--- src/inc/phy_mgmt_pkg.sv ---
/*
 * constants, codes and state layout for the phy management access and
 * pause flow-control register block.
 * assumes a 100 MHz REF_CLK and a 12-bit apb byte address.
 */
package phy_mgmt_pkg;

    // clock and management clock timing
    localparam int unsigned REF_CLK_MHZ   = 100;
    localparam int unsigned MDC_PERIOD_NS = 400;
    localparam int unsigned MDC_HALF_CYC  = (MDC_PERIOD_NS * REF_CLK_MHZ + 1999) / 2000;
    localparam logic [7:0]  MDC_HALF_M1   = 8'(MDC_HALF_CYC - 1);

    // register indices and byte addresses
    localparam int unsigned  REG_IDX_ACCESS = 6;
    localparam int unsigned  REG_IDX_DATA   = 7;
    localparam int unsigned  REG_IDX_FLOW   = 8;
    localparam logic [11:0]  ADDR_ACCESS    = 12'(REG_IDX_ACCESS * 4);
    localparam logic [11:0]  ADDR_DATA      = 12'(REG_IDX_DATA * 4);
    localparam logic [11:0]  ADDR_FLOW      = 12'(REG_IDX_FLOW * 4);

    // field positions
    localparam int unsigned ACC_PHY_LSB    = 11;
    localparam int unsigned ACC_REG_LSB    = 6;
    localparam int unsigned ACC_WRITE_BIT  = 1;
    localparam int unsigned ACC_BUSY_BIT   = 0;
    localparam int unsigned FLOW_PT_LSB    = 16;
    localparam int unsigned FLOW_PASS_BIT  = 2;
    localparam int unsigned FLOW_RXEN_BIT  = 1;
    localparam int unsigned FLOW_BUSY_BIT  = 0;

    // reset values
    localparam logic [31:0] ACCESS_RESET = 32'h0000_0000;
    localparam logic [31:0] DATA_RESET   = 32'h0000_0000;
    localparam logic [31:0] FLOW_RESET   = 32'h0000_0000;
    localparam logic [4:0]  INTERNAL_PHY_ADDR = 5'h01;

    // management frame layout, bit 0 is the first preamble bit
    localparam logic [5:0]  FRAME_LAST_BIT = 6'h3f;
    localparam logic [5:0]  FRAME_TA_BIT   = 6'h2e;
    localparam logic [5:0]  FRAME_DATA_BIT = 6'h30;
    localparam logic [31:0] FRAME_PREAMBLE = 32'hffff_ffff;
    localparam logic [1:0]  FRAME_START    = 2'h1;
    localparam logic [1:0]  FRAME_OP_WR    = 2'h1;
    localparam logic [1:0]  FRAME_OP_RD    = 2'h2;
    localparam logic [1:0]  FRAME_TA_WR    = 2'h2;
    localparam logic [1:0]  FRAME_TA_RD    = 2'h3;

    typedef enum logic [2:0] {
        MD_IDLE = 3'b001,
        MD_RUN  = 3'b010,
        MD_END  = 3'b100
    } md_state_e;

    // the whole state of the block
    typedef struct packed {
        md_state_e   md_state;
        logic [7:0]  div_cnt;
        logic        mdc;
        logic        mdio_o;
        logic        mdio_oe_n;
        logic        mdio_s1;
        logic        mdio_s2;
        logic [5:0]  bit_cnt;
        logic [63:0] shift;
        logic [4:0]  phy_addr;
        logic [4:0]  reg_idx;
        logic        write_not_read;
        logic        access_busy;
        logic [15:0] mgmt_data;
        logic [15:0] pause_time;
        logic        pass_ctrl;
        logic        rx_pause_en;
        logic        pause_pend;
        logic [15:0] halt_cnt;
        logic        pready;
        logic        pslverr;
        logic [31:0] prdata;
    } state_s;

endpackage : phy_mgmt_pkg

--- src/core/phy_mgmt_flow.sv ---
/*
 * apb register block for phy management cycles and pause flow control.
 * drives one management frame per access on MDC/MDIO, keeps the pause
 * time and busy flag for the transmitter, and counts received pause time.
 * assumes the mac-side strobes run on REF_CLK; MDIO_I is asynchronous.
 */
// The implementer's own choice: the APB slave port.
`timescale 1ns/1ps
`default_nettype none

// Functional notes
// RQ1: phy address field selects target phy
// RQ2: register index field selects phy register
// RQ3: direction bit: set writes, clear reads
// RQ4: software sets busy to start cycle
// RQ5: software waits busy clear before writing
// RQ6: busy held until access finishes
// RQ7: write data held by software until done
// RQ8: read data valid only after busy clears
// RQ9: data register low sixteen bits used
// RQ10: pause time from flow register upper half
// RQ11: pause frame fields follow standard format
// RQ12: full duplex busy until pause sent
// RQ13: half duplex busy during back pressure
// RQ14: software checks flow busy before writing
// RQ15: transmitter disabled: no pause, no backpressure
// RQ16: flow enable acts on receive side only
// RQ17: pass control bit never gates delivery
// RQ18: software loads pause time before enabling
// RQ19: pause send trigger comes from elsewhere
// RQ20: received pause halts transmitter for quanta
// RQ21: software writes zero to flow busy
// RQ22: busy launches one clause-22 frame
// RQ23: reserved bits read zero, writes ignored
module phy_mgmt_flow
    import phy_mgmt_pkg::*;
(
    // clock and reset
    input  wire logic        REF_CLK,
    input  wire logic        RST_N,
    // apb slave
    input  wire logic        PSEL,
    input  wire logic        PENABLE,
    input  wire logic        PWRITE,
    input  wire logic [11:0] PADDR,
    input  wire logic [31:0] PWDATA,
    output logic [31:0]      PRDATA,
    output logic             PREADY,
    output logic             PSLVERR,
    // management link
    output logic             MDC,
    output logic             MDIO_O,
    output logic             MDIO_OE_N,
    input  wire logic        MDIO_I,
    // mac transmit side
    input  wire logic        TX_ENABLE,
    input  wire logic        FULL_DUPLEX,
    input  wire logic        PAUSE_REQ,
    input  wire logic        PAUSE_SENT,
    input  wire logic        BACKPRESSURE_REQ,
    output logic             PAUSE_SEND,
    output logic [15:0]      PAUSE_TIME,
    output logic             BACKPRESSURE,
    // mac receive side
    input  wire logic        RX_PAUSE_VALID,
    input  wire logic [15:0] RX_PAUSE_QUANTA,
    input  wire logic        SLOT_TICK,
    output logic             TX_HALT,
    output logic             RX_PASS_CTRL
);

    state_s q;
    state_s d;

    logic        bus_access;
    logic        bus_commit;
    logic        bp_active;
    logic        flow_busy;
    logic        mdc_tick;
    logic        mdc_rise;
    logic        mdc_fall;
    logic [1:0]  frame_op;
    logic [1:0]  frame_ta;
    logic [15:0] frame_data;

    // apb phases: first access cycle latches the answer, second completes
    assign bus_access = PSEL & PENABLE & ~q.pready;
    assign bus_commit = PSEL & PENABLE & q.pready;

    // back pressure only in half duplex with the transmitter on
    assign bp_active = BACKPRESSURE_REQ & TX_ENABLE & ~FULL_DUPLEX;   // RQ15
    assign flow_busy = q.pause_pend | bp_active;                      // RQ12 RQ13

    // management clock divider events
    assign mdc_tick = (q.div_cnt == MDC_HALF_M1);
    assign mdc_rise = mdc_tick & ~q.mdc;
    assign mdc_fall = mdc_tick & q.mdc;

    // frame fields from the programmed direction
    assign frame_op   = q.write_not_read ? FRAME_OP_WR : FRAME_OP_RD;   // RQ3
    assign frame_ta   = q.write_not_read ? FRAME_TA_WR : FRAME_TA_RD;
    assign frame_data = q.write_not_read ? q.mgmt_data : 16'hffff;

    // next state of everything
    always_comb
    begin
        d = q;

        // two-flop synchroniser for the shared data pin
        d.mdio_s1 = MDIO_I;
        d.mdio_s2 = q.mdio_s1;

        // apb read answer and error for unmapped addresses
        d.pready = bus_access;
        if (bus_access)
        begin
            d.pslverr = 1'b0;
            d.prdata  = 32'h0000_0000;                                  // RQ23
            if (PADDR == ADDR_ACCESS)
            begin
                d.prdata[ACC_PHY_LSB +: 5]  = q.phy_addr;             // RQ1
                d.prdata[ACC_REG_LSB +: 5]  = q.reg_idx;              // RQ2
                d.prdata[ACC_WRITE_BIT]     = q.write_not_read;
                d.prdata[ACC_BUSY_BIT]      = q.access_busy;          // RQ6
            end
            else if (PADDR == ADDR_DATA)
            begin
                d.prdata[15:0] = q.mgmt_data;                         // RQ9 RQ8
            end
            else if (PADDR == ADDR_FLOW)
            begin
                d.prdata[FLOW_PT_LSB +: 16] = q.pause_time;
                d.prdata[FLOW_PASS_BIT]     = q.pass_ctrl;
                d.prdata[FLOW_RXEN_BIT]     = q.rx_pause_en;
                d.prdata[FLOW_BUSY_BIT]     = flow_busy;              // RQ12 RQ13
            end
            else
            begin
                d.pslverr = 1'b1;
            end
        end
        else if (!PSEL)
        begin
            d.pslverr = 1'b0;
        end

        // apb writes take effect at the completing edge
        if (bus_commit && PWRITE)
        begin
            if (PADDR == ADDR_ACCESS && !q.access_busy)
            begin
                d.phy_addr       = PWDATA[ACC_PHY_LSB +: 5];          // RQ1
                d.reg_idx        = PWDATA[ACC_REG_LSB +: 5];          // RQ2
                d.write_not_read = PWDATA[ACC_WRITE_BIT];             // RQ3
                d.access_busy    = PWDATA[ACC_BUSY_BIT];              // RQ4 RQ22
            end
            else if (PADDR == ADDR_DATA && !q.access_busy)
            begin
                d.mgmt_data = PWDATA[15:0];                           // RQ9 RQ7
            end
            else if (PADDR == ADDR_FLOW)
            begin
                d.pause_time  = PWDATA[FLOW_PT_LSB +: 16];            // RQ10 RQ18
                d.pass_ctrl   = PWDATA[FLOW_PASS_BIT];                // RQ17
                d.rx_pause_en = PWDATA[FLOW_RXEN_BIT];                // RQ16
            end
        end

        // management frame engine
        case (q.md_state)
            MD_IDLE:
            begin
                d.div_cnt   = 8'h00;
                d.mdc       = 1'b0;
                d.mdio_oe_n = 1'b1;
                d.mdio_o    = 1'b1;
                if (q.access_busy)
                begin
                    // preamble, start, op, address, index, turnaround, data
                    d.shift = {FRAME_PREAMBLE, FRAME_START, frame_op,
                               q.phy_addr, q.reg_idx, frame_ta, frame_data}; // RQ22
                    d.bit_cnt   = 6'h00;
                    d.mdio_o    = 1'b1;
                    d.mdio_oe_n = 1'b0;
                    d.md_state  = MD_RUN;
                end
            end
            MD_RUN:
            begin
                d.div_cnt = mdc_tick ? 8'h00 : q.div_cnt + 8'h01;
                if (mdc_tick)
                begin
                    d.mdc = ~q.mdc;
                end
                // read data is sampled on the rising edge
                if (mdc_rise && !q.write_not_read && q.bit_cnt >= FRAME_DATA_BIT)
                begin
                    d.mgmt_data = {q.mgmt_data[14:0], q.mdio_s2};     // RQ3
                end
                // next bit is driven on the falling edge
                if (mdc_fall)
                begin
                    if (q.bit_cnt == FRAME_LAST_BIT)
                    begin
                        d.mdio_oe_n = 1'b1;
                        d.md_state  = MD_END;
                    end
                    else
                    begin
                        d.bit_cnt = q.bit_cnt + 6'h01;
                        d.shift   = {q.shift[62:0], 1'b1};
                        d.mdio_o  = q.shift[62];
                        // release the pin from turnaround on a read
                        d.mdio_oe_n = ~q.write_not_read &&
                                      (q.bit_cnt + 6'h01 >= FRAME_TA_BIT);
                    end
                end
            end
            MD_END:
            begin
                d.access_busy = 1'b0;                                 // RQ6 RQ8
                d.md_state    = MD_IDLE;
            end
            default:
            begin
                d.md_state = MD_IDLE;
            end
        endcase

        // full-duplex pause request held until the frame is on the wire
        if (PAUSE_SENT)
        begin
            d.pause_pend = 1'b0;                                      // RQ12
        end
        if (PAUSE_REQ && FULL_DUPLEX && TX_ENABLE)
        begin
            d.pause_pend = 1'b1;                                      // RQ12 RQ19
        end
        if (!TX_ENABLE)
        begin
            d.pause_pend = 1'b0;                                      // RQ15
        end

        // received pause: load quanta, count down per slot time
        if (q.halt_cnt != 16'h0000 && SLOT_TICK)
        begin
            d.halt_cnt = q.halt_cnt - 16'h0001;                       // RQ20
        end
        if (RX_PAUSE_VALID && q.rx_pause_en && FULL_DUPLEX)
        begin
            d.halt_cnt = RX_PAUSE_QUANTA;                             // RQ16 RQ20
        end
    end

    // single register for the whole state
    always_ff @(posedge REF_CLK or negedge RST_N)
    begin
        if (!RST_N)
        begin
            q                <= '0;
            q.md_state       <= MD_IDLE;
            q.mdio_o         <= 1'b1;
            q.mdio_oe_n      <= 1'b1;
            q.mdio_s1        <= 1'b1;
            q.mdio_s2        <= 1'b1;
            q.phy_addr       <= ACCESS_RESET[ACC_PHY_LSB +: 5];
            q.reg_idx        <= ACCESS_RESET[ACC_REG_LSB +: 5];
            q.write_not_read <= ACCESS_RESET[ACC_WRITE_BIT];
            q.access_busy    <= ACCESS_RESET[ACC_BUSY_BIT];
            q.mgmt_data      <= DATA_RESET[15:0];
            q.pause_time     <= FLOW_RESET[FLOW_PT_LSB +: 16];
            q.pass_ctrl      <= FLOW_RESET[FLOW_PASS_BIT];
            q.rx_pause_en    <= FLOW_RESET[FLOW_RXEN_BIT];
        end
        else
        begin
            q <= d;
        end
    end

    // outputs
    assign PRDATA       = q.prdata;
    assign PREADY       = q.pready;
    assign PSLVERR      = q.pslverr & q.pready;
    assign MDC          = q.mdc;
    assign MDIO_O       = q.mdio_o;
    assign MDIO_OE_N    = q.mdio_oe_n;
    assign PAUSE_SEND   = q.pause_pend & TX_ENABLE;                   // RQ15 RQ11
    assign PAUSE_TIME   = q.pause_time;                               // RQ10 RQ11
    assign BACKPRESSURE = bp_active;                                  // RQ13 RQ15
    assign TX_HALT      = (q.halt_cnt != 16'h0000);                   // RQ20
    assign RX_PASS_CTRL = q.pass_ctrl;                                // RQ17

endmodule : phy_mgmt_flow

`default_nettype wire

--- config.mk ---
export PLATFORM = sky130hd
export DESIGN_NAME = phy_mgmt_flow
export DESIGN_NICKNAME = d
export VERILOG_FILES = /design/src/inc/phy_mgmt_pkg.sv /design/src/core/phy_mgmt_flow.sv
export SDC_FILE = /design/constraint.sdc
export NUM_CORES = 1
export LEC_CHECK = 0
export ABC_AREA = 0
export BUFFER_PORTS_ARGS = -buffer_cell sky130_fd_sc_hd__buf_2
export CORE_MARGIN = 4
export CORE_UTILIZATION = 40
export CTS_BUF_LIST = sky130_fd_sc_hd__clkbuf_4 sky130_fd_sc_hd__clkbuf_8
export CTS_CLUSTER_SIZE = 12
export DETAILED_ROUTE_END_ITERATION = 8
export GPL_TIMING_DRIVEN = 0
export MAX_ROUTING_LAYER = met4
export SYNTH_ARGS = -nofsm -noshare
export SYNTH_HDL_FRONTEND = slang
export SYNTH_SLANG_ARGS = --single-unit
export TNS_END_PERCENT = 1
--- constraint.sdc ---
create_clock -name REF_CLK -period 5.02 [get_ports REF_CLK]
set_clock_uncertainty 0.2 [all_clocks]
set_input_delay 0.753 -clock REF_CLK [delete_from_list [all_inputs] [get_ports REF_CLK]]
set_output_delay 0.753 -clock REF_CLK [all_outputs]
set_load 0.1 [all_outputs]
==> summary.md <==
| Metric | Value |
|---|---|
| Post-CTS Resized | 0 |
| Post-route cell area | 10100 sq um |
| Largest cells by area after synthesis | dfrtp_1 51%, o21ai_0 7.3%, nand2_1 5.8% |
| Area share of the largest cell type after synthesis | 51.2% |
| Post-synth EDFFs | 0 |
| First-pass GRT wire length | 34500 um |
| Reg2Reg Depth | 8 |
| Slew at the pin closest to its max-slew limit | 851 ps |
| Antenna Violating Nets Remaining | 0 |
| Worst slew margin | 42.8% |
| Syn Inst Count | 874 |
| Syn Nets | 952 |
| Synth Register Bits | 182 |
| Largest family of logic cells by synthesized area | simple AND/OR/NAND/NOR gates |
| Pwr Density | 299 nW/um^2 |
| Status | completed |
| Synth area leader | dfrtp_1 |
| Layout filler cell count | 2054 |
| Critical-path cell list | or3_2 -> nor4b_1 -> nand3b_1 -> buf_2 |
| Clock network power share | 36.8% |
| Vias per inst | 5.17 |
| Max Cap Viol | 0 |
| Total CTS buffers | 17 |
| Total gr overflow | 0 |
| Final setup vio count | 0 |
| Clock-pin slew on the worst setup and hold paths | 90 ps |
| Tcrit/Tclk final | 67.7% |
| DIE AREA | 24000 sq um |
| Std cell rows | 53 |
| Final #Nets | 1101 |
| Start of the worst register-to-register path | q[161]$_DFFE_PN0P_ |
| CTS Hold Bufs | 0 |
| RSZ-0062 raised after global routing | false |
| Post-place instance area | 9680 sq um |
| Avg Inst Size Synth | 9.90 sq um |
| Most frequent cells in the layout | 177 x dfrtp_1, 136 x buf_2, 133 x nand2_1 |
| Logic pwr share | 10.3% |
| R2r endpoint | q[108]$_DFFE_PN0P_ |
| Synth Area in Adders | 0.723% |
| Vias | 6772 |
| Max VDD drop | 168 uV |
| DRC | 0 |
| Final hold violation count | 0 |
| Crit path required time | 4070 ps |
| Worst setup margin | 1620 ps |
| Starting density of the core | 40.9% |
| Vert. Die Dim | 155 um |
| Final WL | 20900 um |
| Slew Limit Fails | 0 |
| DRT iter0 DRCs | 438 |
| Xor/xnor share of the synthesized area | 1.42% |
| Max Clk Rate | 0.294 GHz |
| Top Ports | 130 |
| Buffers added on ports | 129 |
| CP peak stage delay | 570 ps |
| Reg power frac | 52.9% |
| Area grow syn2layout | 17.0% |
| Synth async-reset ratio | 100% |
| Register-to-register setup slack | 2080 ps |
| Seq/Total Area, Yosys | 52.7% |
| Post-synthesis compound-gate area fraction | 14.0% |
| Post-CTS Setup Bufs | 0 |
| Gpl congestion | 0.830 |
| Post-synth cell types | 61 |
| Leakage | 4.89 nW |
| CP Class | register to primary output |
| Number of global-route vias before repair | 6620 |
| Type of the worst min-delay path | input port to async pin |
| Top FF cell, synth | dfrtp_1 |
| Most common cell after layout, fill and taps aside | dfrtp_1 |
| Post-DP HPWL | 14900 um |
| Place WS | 1750 ps |
| Slowest cell on crit path | nor4b_1 |
| Htree depth | 4 |
| Post-Syn Area | 8650 sq um |
| Switching share of total power | 26.1% |
| Tot GR Track Use | 18.2% |
| DR pass1 iterations | 6 |
| Mux cell area share after synthesis | 7.39% |
| Switching power total | 0.000789 W |
| Antenna violations before repair | 0 |
| Synth Area in Simple Gates | 16.7% |
| Clock latency on the worst-skew pair | 470 ps |
| P_int | 0.00224 W |
| Core area | 21200 sq um |
| Antenna Cells | 0 |
| Worst-path maximum fanout | 5 |
| Die extent in x | 155 um |
| Endpoint type of the worst setup path | primary output |
| TritonCTS clock tree | yes |
| Worst path arrival time | 2450 ps |
| Share of layout cells above drive strength 1 | 25.8% |
| CP startpoint kind | register |
| Root Driver | clkbuf_8 |
| DR WL/cell | 15.9 um |
| Max clock buf depth | 2 |
| Minimum clock period | 3400 ps |
| Largest net degree at the start of global routing | 108 |
| Clk sink count | 182 |
| Synth Warn # | 0 |
==> cells in the mapped netlist (6+ instances only) <==
library cell and count:
dfrtp_1 177, nand2_1 133, o21ai_0 127, nor2_1 61
buf_4 49, clkbuf_1 38, mux2_2 31, mux2i_1 29
nand3b_1 21, a22o_1 17, a21oi_1 15, nand3_1 14
nor3_1 14, xnor2_1 13, a22oi_1 12, inv_1 11
buf_2 8, o21ai_1 8, nor4_1 7, o31ai_1 7
nand2b_1 6
==> through the flow <==
stage	power (W)	util (%)	instances	hold slack (ps)	TNS, ps
after floorplan	0.00182	-	874	145	0
after global placement	0.00193	45.6	1278	146	-16460
after detailed placement	0.00194	45.7	1279	147	0
after CTS	0.00306	47.9	1311	53.4	0
after global routing	0.00318	47.9	1311	62.0	0
final	0.00302	47.9	1311	34.9	0
==> metal layers <==
layer  track usage (%)  up-vias  share of wire (%)
met1              24.6     3305                 47
met4              4.84        0                1.5
li1                  -     3303                  -
met3              3.98       22                4.9
met5                 -        -                  0
met2              28.1      142                 46
==> sequential cells by signal, summed over array words and instances (netlist names) <==
signal / count
MDIO_OE_N: 1
RX_PASS_CTRL: 1
PREADY: 1
PAUSE_TIME: 16
q: 128
PRDATA: 32
MDC: 1
MDIO_O: 1
d: 1
==> critical path, delay by kind of cell (launching register included) <==
| family | cells | cell delay (ps) |
|---|---|---|
| buf+inv | 1 | 320 |
| flops | 1 | 440 |
| simple gates | 3 | 1220 |
==> layout make-up <==
type,instances,area (sq um),area share (%)
Buffer,98,569,5.62
Clock buffer,18,248,2.45
Clock inverter,14,198,1.95
Inverter,11,41.3,0.408
Multi-Input combinational cell,583,3480,34.4
Sequential cell,182,4560,45.1
Tap cell,275,344,3.40
Timing Repair Buffer,130,683,6.75
==> power groups by stage <==
stage	clock (W)	combinational (W)	sequential, W
detailed placement	0	0.000315	0.00163
CTS	0.00115	0.000318	0.00160
global route	0.00121	0.000356	0.00161
finish	0.00111	0.000311	0.00160
floorplan	0	0.000206	0.00161
global placement	0	0.000308	0.00163
==> cell families after synthesis <==
group	Yosys count
compound gates	208
xor+xnor	14
fa+ha+maj	5
buf+inv	109
flops	182
mux	60
simple gates	296
==> worst max-delay path by stage <==
stage	from	endpoint	slack, ps	cells past startpoint
finish	q[36]$_DFFE_PN0P_	TX_HALT	1620	4
global route	q[36]$_DFFE_PN0P_	TX_HALT	1420	4
CTS	q[36]$_DFFE_PN0P_	TX_HALT	1580	4
detailed placement	PADDR[9]	PAUSE_TIME[8]$_DFFE_PN0P_	1750	6
global placement	RST_N	q[45]$_DFFE_PN0P_	-110	1
floorplan	q[36]$_DFFE_PN0P_	TX_HALT	1860	3
(Power assumes the default switching activity.)
